File: config.mk
export PLATFORM = sky130hd
export DESIGN_NAME = avr_regs
export DESIGN_NICKNAME = d
export VERILOG_FILES = /design/src/core/avr_regs_pkg.sv /design/src/core/avr_regs.sv
export SDC_FILE = /design/constraint.sdc
export NUM_CORES = 1
export LEC_CHECK = 0
export BUFFER_PORTS_ARGS = -buffer_cell sky130_fd_sc_hd__buf_2
export CAP_MARGIN = 20
export CORE_MARGIN = 4
export CORE_UTILIZATION = 30
export CTS_BUF_LIST = sky130_fd_sc_hd__clkbuf_4 sky130_fd_sc_hd__clkbuf_8 sky130_fd_sc_hd__clkbuf_16
export CTS_CLUSTER_SIZE = 20
export DETAILED_ROUTE_END_ITERATION = 10
export PLACE_DENSITY = 0.57
export SYNTH_ARGS = -nofsm -noshare
export SYNTH_HDL_FRONTEND = slang
export SYNTH_SLANG_ARGS = --single-unit
File: constraint.sdc
create_clock -name clock -period 3.7 [get_ports clock]
set_input_delay 0.185 -clock clock [delete_from_list [all_inputs] [get_ports clock]]
set_output_delay 0.185 -clock clock [all_outputs]
set_load 0.03 [all_outputs]
File: src/core/avr_regs_pkg.sv
// register map and field layout of the receiver control bank
package avr_regs_pkg;
    // bus widths
    localparam int ADDR_W = 8;
    localparam int DATA_W = 8;
    localparam int PKT_W = 7;

    // register offsets
    localparam logic [7:0] OFS_TEST = 8'h56;
    localparam logic [7:0] OFS_MUTE = 8'h57;
    localparam logic [7:0] OFS_ACLK = 8'h58;
    localparam logic [7:0] OFS_LINE = 8'h59;
    localparam logic [7:0] OFS_PKT = 8'h5A;
    localparam logic [7:0] OFS_MODE = 8'h5B;
    localparam logic [7:0] OFS_CHST = 8'h5E;

    // reset values
    localparam logic [7:0] RST_TEST = 8'h0F;
    localparam logic [7:0] RST_ZERO = 8'h00;

    // mute control fields
    localparam int MUTE_OVR_BIT = 7;
    localparam int MUTE_VAL_BIT = 6;
    localparam int MUTE_NOVID_BIT = 3;
    localparam int MUTE_NOAUD_BIT = 2;
    localparam logic [7:0] MUTE_WMASK = 8'hCC;

    // audio clock fields
    localparam int ACLK_PLLEN_BIT = 7;
    localparam int ACLK_DIV_HI = 6;
    localparam int ACLK_DIV_LO = 4;
    localparam int ACLK_NCTS_BIT = 3;
    localparam int ACLK_FS_HI = 2;
    localparam int ACLK_FS_LO = 0;

    // line and fifo control fields
    localparam int LINE_NOPU_BIT = 6;
    localparam int LINE_TERMOVR_BIT = 5;
    localparam int LINE_TERMMAN_BIT = 4;
    localparam int LINE_UFRST_BIT = 2;
    localparam int LINE_OFRST_BIT = 1;
    localparam int LINE_TRI_BIT = 0;
    localparam logic [7:0] LINE_WMASK = 8'h77;

    // status fields
    localparam int MODE_HDMI_BIT = 3;
    localparam int CHST_PCM_BIT = 1;

    // field widths for derived outputs
    localparam int DIV_W = 3;
    localparam logic [3:0] DIV_ONE = 4'h1;
    localparam logic [3:0] FS_ONE = 4'h1;
endpackage

File: src/core/avr_regs.sv
`timescale 1ns/1ps
// What this block does
// RQ1 - host writes test register with 0x0F during setup for correct operation
// RQ2 - override bit 7 replaces received mute with software mute bit 6
// RQ3 - video mute disable bit 3 keeps video flowing during mute
// RQ4 - audio mute disable bit 2 keeps audio flowing during mute
// RQ5 - audio clock bit 7 enables master clock generation by the PLL
// RQ6 - PLL divider field 6:4 divides master clock by value plus one
// RQ7 - block bit 3 stops regeneration packets updating N and CTS
// RQ8 - field 2:0 picks master clock multiple of 128 fs
// RQ9 - line control bit 6 disables the serial line pull-ups
// RQ10 - termination override bit 5 picks auto (0) or manual (1) control
// RQ11 - manual bit 4 connects termination at 0, disconnects at 1
// RQ12 - bit 2 resets the audio FIFO on underflow
// RQ13 - bit 1 resets the audio FIFO on overflow
// RQ14 - bit 0 three-states the serial data and clock lines
// RQ15 - seven sticky packet-seen bits, one per packet type, normally zero
// RQ16 - channel status mode field 7:6 reports received mode, 00 defined
// RQ17 - PCM field 5:3 code 000 means two channels, no pre-emphasis
// RQ18 - field code 001 means two channels with 50/15 us pre-emphasis
// RQ19 - channel status bit 1 is 0 for linear PCM, 1 otherwise
// RQ20 - link status bit 3 reads 0 for DVI, 1 for HDMI
// RQ21 - reset or link clock loss clears all packet-seen bits; a packet arriving in the clock-loss cycle is still set
module avr_regs #(
    parameter int PKT_W = avr_regs_pkg::PKT_W
) (
    // clock and reset
    input wire logic clock,
    input wire logic nrst,
    // register port
    input wire logic [avr_regs_pkg::ADDR_W-1:0] regAddr,
    input wire logic [avr_regs_pkg::DATA_W-1:0] regWdata,
    input wire logic regWr,
    input wire logic regRd,
    output logic [avr_regs_pkg::DATA_W-1:0] regRdata,
    // receiver state, same clock domain
    input wire logic rxAvMute,
    input wire logic [PKT_W-1:0] pktSeen,
    input wire logic linkClockLost,
    input wire logic hdmiMode,
    input wire logic [avr_regs_pkg::DATA_W-1:0] chanStatusIn,
    input wire logic chanStatusValid,
    input wire logic ctsPktValid,
    input wire logic autoTermOff,
    input wire logic fifoUnderflow,
    input wire logic fifoOverflow,
    // controls toward the receiver
    output logic videoMute,
    output logic audioMute,
    output logic mclkPllEnable,
    output logic [3:0] pllDivide,
    output logic [3:0] mclkFsMultiple,
    output logic ctsUpdate,
    output logic ddcPullupEnable,
    output logic ddcSerialLinesOe,
    output logic clkTermDisconnect,
    output logic audioFifoReset
);

    // software registers
    logic [7:0] testReg_ff;
    logic [7:0] muteReg_ff;
    logic [7:0] aclkReg_ff;
    logic [7:0] lineReg_ff;
    logic [PKT_W-1:0] pktSeen_ff;
    logic [PKT_W-1:0] nxt_pktSeen;
    logic [7:0] chanStatus_ff;
    logic [7:0] nxt_rdata;
    logic [7:0] regRdata_ff;
    logic effMute;

    // output flops
    logic videoMute_ff;
    logic audioMute_ff;
    logic mclkPllEnable_ff;
    logic [3:0] pllDivide_ff;
    logic [3:0] mclkFsMultiple_ff;
    logic ctsUpdate_ff;
    logic ddcPullupEnable_ff;
    logic ddcSerialLinesOe_ff;
    logic clkTermDisconnect_ff;
    logic audioFifoReset_ff;

    // write strobe decode shared by every writable register
    function automatic logic hit(input logic wr, input logic [7:0] a, input logic [7:0] ofs);
        hit = wr && (a == ofs);
    endfunction

    // test register, held only for read back
    always_ff @(posedge clock) begin
        if (!nrst) begin
            testReg_ff <= avr_regs_pkg::RST_TEST;
        end else if (hit(regWr, regAddr, avr_regs_pkg::OFS_TEST)) begin
            testReg_ff <= regWdata; // RQ1
        end
    end

    // mute control register, unused bits read zero
    always_ff @(posedge clock) begin
        if (!nrst) begin
            muteReg_ff <= avr_regs_pkg::RST_ZERO;
        end else if (hit(regWr, regAddr, avr_regs_pkg::OFS_MUTE)) begin
            muteReg_ff <= regWdata & avr_regs_pkg::MUTE_WMASK;
        end
    end

    // audio clock and regeneration control register
    always_ff @(posedge clock) begin
        if (!nrst) begin
            aclkReg_ff <= avr_regs_pkg::RST_ZERO;
        end else if (hit(regWr, regAddr, avr_regs_pkg::OFS_ACLK)) begin
            aclkReg_ff <= regWdata;
        end
    end

    // serial line, termination and fifo control register
    always_ff @(posedge clock) begin
        if (!nrst) begin
            lineReg_ff <= avr_regs_pkg::RST_ZERO;
        end else if (hit(regWr, regAddr, avr_regs_pkg::OFS_LINE)) begin
            lineReg_ff <= regWdata & avr_regs_pkg::LINE_WMASK;
        end
    end

    // sticky packet flags: clock loss clears, a new arrival wins the same cycle
    always_comb begin
        nxt_pktSeen = pktSeen_ff;
        if (linkClockLost) begin
            nxt_pktSeen = '0; // RQ21
        end
        nxt_pktSeen = nxt_pktSeen | pktSeen; // RQ15
    end

    always_ff @(posedge clock) begin
        if (!nrst) begin
            pktSeen_ff <= '0; // RQ21
        end else begin
            pktSeen_ff <= nxt_pktSeen;
        end
    end

    // channel status byte captured whenever the receiver reports a new one
    always_ff @(posedge clock) begin
        if (!nrst) begin
            chanStatus_ff <= avr_regs_pkg::RST_ZERO;
        end else if (chanStatusValid) begin
            chanStatus_ff <= chanStatusIn; // RQ16 RQ17 RQ18 RQ19
        end
    end

    // effective mute: software value replaces received state under override
    assign effMute = muteReg_ff[avr_regs_pkg::MUTE_OVR_BIT] ?
        muteReg_ff[avr_regs_pkg::MUTE_VAL_BIT] : rxAvMute; // RQ2

    // mute outputs, each path can be excused from muting
    always_ff @(posedge clock) begin
        if (!nrst) begin
            videoMute_ff <= 1'b0;
            audioMute_ff <= 1'b0;
        end else begin
            videoMute_ff <= effMute && !muteReg_ff[avr_regs_pkg::MUTE_NOVID_BIT]; // RQ3
            audioMute_ff <= effMute && !muteReg_ff[avr_regs_pkg::MUTE_NOAUD_BIT]; // RQ4
        end
    end

    // audio master clock settings toward the PLL
    always_ff @(posedge clock) begin
        if (!nrst) begin
            mclkPllEnable_ff <= 1'b0;
            pllDivide_ff <= avr_regs_pkg::DIV_ONE;
            mclkFsMultiple_ff <= avr_regs_pkg::FS_ONE;
        end else begin
            mclkPllEnable_ff <= aclkReg_ff[avr_regs_pkg::ACLK_PLLEN_BIT]; // RQ5
            pllDivide_ff <= {1'b0, aclkReg_ff[avr_regs_pkg::ACLK_DIV_HI:
                avr_regs_pkg::ACLK_DIV_LO]} + avr_regs_pkg::DIV_ONE; // RQ6
            mclkFsMultiple_ff <= {1'b0, aclkReg_ff[avr_regs_pkg::ACLK_FS_HI:
                avr_regs_pkg::ACLK_FS_LO]} + avr_regs_pkg::FS_ONE; // RQ8
        end
    end

    // regeneration packets write N and CTS only while not blocked
    always_ff @(posedge clock) begin
        if (!nrst) begin
            ctsUpdate_ff <= 1'b0;
        end else begin
            ctsUpdate_ff <= ctsPktValid && !aclkReg_ff[avr_regs_pkg::ACLK_NCTS_BIT]; // RQ7
        end
    end

    // serial line pull-ups and drive; enable is low while lines are driven
    always_ff @(posedge clock) begin
        if (!nrst) begin
            ddcPullupEnable_ff <= 1'b1;
            ddcSerialLinesOe_ff <= 1'b0;
        end else begin
            ddcPullupEnable_ff <= !lineReg_ff[avr_regs_pkg::LINE_NOPU_BIT]; // RQ9
            ddcSerialLinesOe_ff <= lineReg_ff[avr_regs_pkg::LINE_TRI_BIT]; // RQ14
        end
    end

    // clock termination: automatic request or manual bit
    always_ff @(posedge clock) begin
        if (!nrst) begin
            clkTermDisconnect_ff <= 1'b0;
        end else if (lineReg_ff[avr_regs_pkg::LINE_TERMOVR_BIT]) begin
            clkTermDisconnect_ff <= lineReg_ff[avr_regs_pkg::LINE_TERMMAN_BIT]; // RQ10 RQ11
        end else begin
            clkTermDisconnect_ff <= autoTermOff; // RQ10
        end
    end

    // one-cycle fifo reset pulse on an enabled underflow or overflow
    always_ff @(posedge clock) begin
        if (!nrst) begin
            audioFifoReset_ff <= 1'b0;
        end else begin
            audioFifoReset_ff <= (fifoUnderflow && lineReg_ff[avr_regs_pkg::LINE_UFRST_BIT]) // RQ12
                || (fifoOverflow && lineReg_ff[avr_regs_pkg::LINE_OFRST_BIT]); // RQ13
        end
    end

    // read mux, unmapped offsets read zero
    always_comb begin
        nxt_rdata = avr_regs_pkg::RST_ZERO;
        if (regAddr == avr_regs_pkg::OFS_TEST) begin
            nxt_rdata = testReg_ff;
        end else if (regAddr == avr_regs_pkg::OFS_MUTE) begin
            nxt_rdata = muteReg_ff;
        end else if (regAddr == avr_regs_pkg::OFS_ACLK) begin
            nxt_rdata = aclkReg_ff;
        end else if (regAddr == avr_regs_pkg::OFS_LINE) begin
            nxt_rdata = lineReg_ff;
        end else if (regAddr == avr_regs_pkg::OFS_PKT) begin
            nxt_rdata[PKT_W-1:0] = pktSeen_ff; // RQ15
        end else if (regAddr == avr_regs_pkg::OFS_MODE) begin
            nxt_rdata[avr_regs_pkg::MODE_HDMI_BIT] = hdmiMode; // RQ20
        end else if (regAddr == avr_regs_pkg::OFS_CHST) begin
            nxt_rdata = chanStatus_ff; // RQ16 RQ19
        end
    end

    // read data stands only in the cycle after the read strobe
    always_ff @(posedge clock) begin
        if (!nrst) begin
            regRdata_ff <= avr_regs_pkg::RST_ZERO;
        end else if (regRd) begin
            regRdata_ff <= nxt_rdata;
        end else begin
            regRdata_ff <= avr_regs_pkg::RST_ZERO;
        end
    end

    // outputs straight from flops
    assign regRdata = regRdata_ff;
    assign videoMute = videoMute_ff;
    assign audioMute = audioMute_ff;
    assign mclkPllEnable = mclkPllEnable_ff;
    assign pllDivide = pllDivide_ff;
    assign mclkFsMultiple = mclkFsMultiple_ff;
    assign ctsUpdate = ctsUpdate_ff;
    assign ddcPullupEnable = ddcPullupEnable_ff;
    assign ddcSerialLinesOe = ddcSerialLinesOe_ff;
    assign clkTermDisconnect = clkTermDisconnect_ff;
    assign audioFifoReset = audioFifoReset_ff;

    // override forces video mute to the software value on the next edge
    AST_MUTE_OVERRIDE: assert property (@(posedge clock) disable iff (!nrst) // RQ2
        muteReg_ff[avr_regs_pkg::MUTE_OVR_BIT] && !muteReg_ff[avr_regs_pkg::MUTE_NOVID_BIT]
        && $stable(muteReg_ff) |=> videoMute == $past(muteReg_ff[avr_regs_pkg::MUTE_VAL_BIT]))
        else $error("video mute does not follow software value");

    // video passes during mute when disabled
    AST_VIDEO_PASS: assert property (@(posedge clock) disable iff (!nrst) // RQ3
        muteReg_ff[avr_regs_pkg::MUTE_NOVID_BIT] |=> !videoMute)
        else $error("video muted although mute disabled");

    // audio follows received mute without override
    AST_AUDIO_MUTE: assert property (@(posedge clock) disable iff (!nrst) // RQ4
        !muteReg_ff[avr_regs_pkg::MUTE_OVR_BIT] && !muteReg_ff[avr_regs_pkg::MUTE_NOAUD_BIT]
        |=> audioMute == $past(rxAvMute))
        else $error("audio mute does not follow link mute");

    // divider is field plus one
    AST_PLL_DIV: assert property (@(posedge clock) disable iff (!nrst) // RQ6
        hit(regWr, regAddr, avr_regs_pkg::OFS_ACLK) ##1 !regWr [*2]
        |-> pllDivide == {1'b0, $past(regWdata[avr_regs_pkg::ACLK_DIV_HI:
            avr_regs_pkg::ACLK_DIV_LO], 2)} + avr_regs_pkg::DIV_ONE)
        else $error("pll divider mismatch");

    // blocked regeneration packets never update
    AST_CTS_BLOCK: assert property (@(posedge clock) disable iff (!nrst) // RQ7
        aclkReg_ff[avr_regs_pkg::ACLK_NCTS_BIT] |=> !ctsUpdate)
        else $error("regeneration packet written while blocked");

    // manual termination follows the manual bit
    AST_TERM_MANUAL: assert property (@(posedge clock) disable iff (!nrst) // RQ10 RQ11
        lineReg_ff[avr_regs_pkg::LINE_TERMOVR_BIT]
        |=> clkTermDisconnect == $past(lineReg_ff[avr_regs_pkg::LINE_TERMMAN_BIT]))
        else $error("manual termination not applied");

    // overflow with auto reset enabled pulses the fifo reset
    AST_FIFO_OF: assert property (@(posedge clock) disable iff (!nrst) // RQ13
        fifoOverflow && lineReg_ff[avr_regs_pkg::LINE_OFRST_BIT] |=> audioFifoReset)
        else $error("fifo not reset on overflow");

    // no auto reset when both enables are off
    AST_FIFO_QUIET: assert property (@(posedge clock) disable iff (!nrst) // RQ12
        !lineReg_ff[avr_regs_pkg::LINE_UFRST_BIT] && !lineReg_ff[avr_regs_pkg::LINE_OFRST_BIT]
        |=> !audioFifoReset)
        else $error("fifo reset without enable");

    // three-state bit drives output enable high
    AST_DDC_TRI: assert property (@(posedge clock) disable iff (!nrst) // RQ14
        lineReg_ff[avr_regs_pkg::LINE_TRI_BIT] |=> ddcSerialLinesOe)
        else $error("serial lines not three-stated");

    // packet arrival is visible in the status flag next cycle
    AST_PKT_STICKY: assert property (@(posedge clock) disable iff (!nrst) // RQ15
        pktSeen[0] |=> pktSeen_ff[0])
        else $error("packet arrival lost");

    // clock loss with no arrival clears all flags
    AST_PKT_CLEAR: assert property (@(posedge clock) disable iff (!nrst) // RQ21
        linkClockLost && pktSeen == '0 |=> pktSeen_ff == '0)
        else $error("packet flags survive clock loss");

    // mode read reports link mode one cycle after the strobe
    AST_MODE_READ: assert property (@(posedge clock) disable iff (!nrst) // RQ20
        regRd && regAddr == avr_regs_pkg::OFS_MODE |=> regRdata == {4'h0, $past(hdmiMode), 3'h0})
        else $error("mode status read wrong");

    // master clock enable follows its register bit
    AST_MCLK_ENABLE: assert property (@(posedge clock) disable iff (!nrst) // RQ5
        1'b1 |=> mclkPllEnable == $past(aclkReg_ff[avr_regs_pkg::ACLK_PLLEN_BIT]))
        else $error("master clock enable mismatch");

    // oversampling multiple is field plus one, in units of 128 fs
    AST_FS_MULT: assert property (@(posedge clock) disable iff (!nrst) // RQ8
        1'b1 |=> mclkFsMultiple == {1'b0, $past(aclkReg_ff[avr_regs_pkg::ACLK_FS_HI:
            avr_regs_pkg::ACLK_FS_LO])} + avr_regs_pkg::FS_ONE)
        else $error("master clock multiple mismatch");

    // pull-ups are dropped while the disable bit is set
    AST_PULLUP_OFF: assert property (@(posedge clock) disable iff (!nrst) // RQ9
        lineReg_ff[avr_regs_pkg::LINE_NOPU_BIT] |=> !ddcPullupEnable)
        else $error("pull-ups left on");

    // underflow with auto reset enabled pulses the fifo reset
    AST_FIFO_UF: assert property (@(posedge clock) disable iff (!nrst) // RQ12
        fifoUnderflow && lineReg_ff[avr_regs_pkg::LINE_UFRST_BIT] |=> audioFifoReset)
        else $error("fifo not reset on underflow");

    // automatic termination follows the request when not overridden
    AST_TERM_AUTO: assert property (@(posedge clock) disable iff (!nrst) // RQ10
        !lineReg_ff[avr_regs_pkg::LINE_TERMOVR_BIT] |=> clkTermDisconnect == $past(autoTermOff))
        else $error("automatic termination not applied");

endmodule // avr_regs

==> run summary <==
The total inserted antenna cells is 0. The later-pin clock latency in the skew report is 0.34 ns. The via count of the first global-routing pass is 1974. The quantity of gates resized following cts is 0. The top cell types in the final layout, fill and taps aside, are sky130_fd_sc_hd__buf_2 (66), sky130_fd_sc_hd__dfxtp_1 (65), sky130_fd_sc_hd__nor2b_1 (41). The worst hold path class is input pin to flop. After the last flow step, the layout net total stands at 374. The final-report hold violation count came to 0. The routed via count divided by cell count is 4.654. The initialized floorplan defines 34 standard-cell rows.

Among all stages on the critical path, the largest delay is contributed by sky130_fd_sc_hd__and4bb_1. The total die area is 10650 sq um. The count of fill cells added during filler insertion came out at 925.

The number of sinks driven by the clock tree came out at 65. The worst hold slack is 0.04989 ns. At the pin with the least slew margin, the transition time is 0.5302 ns. STA classifies the critical path endpoint as a flop. The maximum clock frequency is 0.7776 GHz.

STA classifies the critical path startpoint as an input pin. In this run the post-CTS setup repair buffer count came out at 0. TritonCTS built the clock tree. The largest fanout on the critical path came out at 9. The final wirelength came out at 6642 um.

The required time of the critical path came out at 3.96 ns. The number of port buffers came out at 66. After detailed routing, the number of remaining DRC violations is 0. The final non-filler cell total came out at 442. The initial antenna violation count is 0. The initial detailed-routing violation count is 85. The routed layout has 2057 vias. The cell family contributing the most delay on the critical path is simple AND/OR/NAND/NOR gates. The count of yosys warnings during synthesis is 0.

The post-synthesis async set-or-reset flop share is 0. Setup repair after global routing left no endpoint under its margin. Detailed placement ended at an HPWL of 4798 um. The reported max-cap violation count came out at 0. In the global route stage, overall resource usage came out at 0.1313. Clock tree synthesis selected as its root buffer the cell sky130_fd_sc_hd__clkbuf_8. The initial utilization of the core area, before any placement, comes to 0.3101.

The worst endpoint data arrival time came out at 1.55 ns. The static leakage power came out at 1.534 nW. The total setup violations reported at the end of the flow came out at 0. The post-synthesis register bit count is 65. The tightest slew margin relative to the limit came out at 0.6465. The final critical delay including setup and external delays came out at 1.286 ns. The biggest cell delay along the critical path is 0.51 ns. The pin count of the biggest net entering global routing came out at 57. The number of nets with antenna violations after detailed routing is 0. The maximum root-to-sink buffer count came out at 2. The number of instances in the synthesized netlist is 266.

The CTS clock-pin slew for the worst setup and hold paths came out at 0.07 ns. The final setup skew is 0.005300 ns. The flow ran to the end, and the final reports show no timing, DRC or antenna violations.

The number of pins with negative max-slew slack in the final report is 0. The total grt overflow came out at 0. The share of the Yosys chip area taken by registers is 0.4788. The first TritonRoute pass finished after 4 iterations. From synthesis to final layout, the design area changed by 23.43%. The critical path in this run is classified as input pin to flop. Leaving out fill and tap cells, the most frequent cell in the layout is sky130_fd_sc_hd__buf_2.

In this run, placement finished with an instance count of 426. The number of flops mapped to enable cells by yosys is 0. The width of the die came out at 103.2 um. Traced cell by cell, the critical path runs through buf_2, and4bb_1, nand3_4, or3_1, a211oi_1. The routed length per instance is 15.03 um. The cell area power density came out at 455.1 nW/um^2. The leading register cell type out of synthesis is sky130_fd_sc_hd__dfxtp_1. In this run the count of I/O pins placed on the die edge is 67.

The synthesized area per cell came out at 10.22 sq um. The number of distinct library cells after synthesis came out at 41. The sum of negative setup slack is 0 ns. The final cycle utilization of the critical path came out at 0.3476. The share of post-route cells with drive strength above 1 is 0.2754.

The mapped cell area is 2718 sq um. The weighted congestion at the end of routability-driven global placement came out at 0.7990. The largest voltage drop on the vdd net came out at 0.1926 mV. Together, buffers and inverters on the worst path number 1.

From bottom edge to top edge, the die measures 103.2 um. For this design, the CTS-stage hold fixing added 0 buffers. The total nets after synthesis is 311.

The core footprint is 8763 sq um. The clock tree synthesis step divided the H-tree into 3 levels. The number of buffers created by CTS came out at 9.

The first global-routing pass estimated 10390 um of wire.
-- kinds of logic (layout without fill, tap and decap cells) --
group,after synthesis,after routing,share of synthesized area
AOI/OAI and AO/OA,36,36,0.09531
xor gates and xnor gates,2,2,0.006447
adders and majority gates,2,2,0.009207
buffers and inverters,15,83,0.02578
DFF,65,65,0.4788
muxes,38,38,0.1404
and+or+nand+nor,108,108,0.2440
-- per-stage QoR --
stage	worst slack, ns	total power, mW	util	cell area (sq um)
after detailed placement	2.029	0.8405	0.3561	3120
after global routing	2.260	1.591	0.3828	3354
after CTS	2.396	1.545	0.3828	3354
after global placement	2.068	0.8395	0.3561	3120
final	2.414	1.527	0.3828	3354
after floorplan	2.390	0.7981	-	2718
-- routing by layer --
layer	global-route usage	up-vias	routed length, um
li1	-	1063	-
met1	0.1687	933	3185
met2	0.2042	51	2956
met3	0.04762	10	397
met4	0.04482	0	102
met5	0	-	0
-- Yosys cell counts (all sizes together) (3+ instances only) --
cell	n	area, sq um
dfxtp	65	1301
nor2b	41	256.5
mux2i	37	370.4
nand2	20	75.07
nor2	12	47.55
clkbuf	8	30.03
a211oi	7	52.55
buf	7	40.03
nand3	7	62.56
o21a	7	52.55
a21oi	6	30.03
and2	6	37.54
nor3b	4	30.03
or3	4	25.02
and4bb	3	37.53
nand2b	3	18.77
o221ai	3	26.28
o22ai	3	18.77
o31ai	3	22.52
-- power by group --
part / switching, mW / internal [mW] / total [mW]
logic: 0.0574 / 0.0480 / 0.105
registers: 0.00580 / 0.713 / 0.718
clock network: 0.263 / 0.440 / 0.703
-- worst paths after layout --
path         cells after the start  slack (ns)               to        startpoint
max                              5        2.41      regRdata[2]        regAddr[7]
max reg2reg                      4        2.46      regRdata[3]  chanStatus_ff[3]
min                              2        0.05    pktSeen_ff[3]        pktSeen[3]
min reg2reg                      1        0.41  ddcPullupEnable     lineReg_ff[6]
-- sequential cells by signal, indices dropped and copies added (netlist names), 4 cells and up --
name,cells
muteReg_ff,4
pllDivide,4
testReg_ff,8
chanStatus_ff,8
lineReg_ff,6
mclkFsMultiple,4
regRdata,8
pktSeen_ff,7
aclkReg_ff,8
-- cell type report --
type	instances	area (sq um)	area share
multi-input combinational	186	1346	0.4013
sequential	65	1301	0.3879
timing repair buffer	67	337.8	0.1007
clock buffer	14	173.9	0.05185
tap	108	135.1	0.04028
clock inverter	2	60.06	0.01790
(Power assumes the default switching activity.)
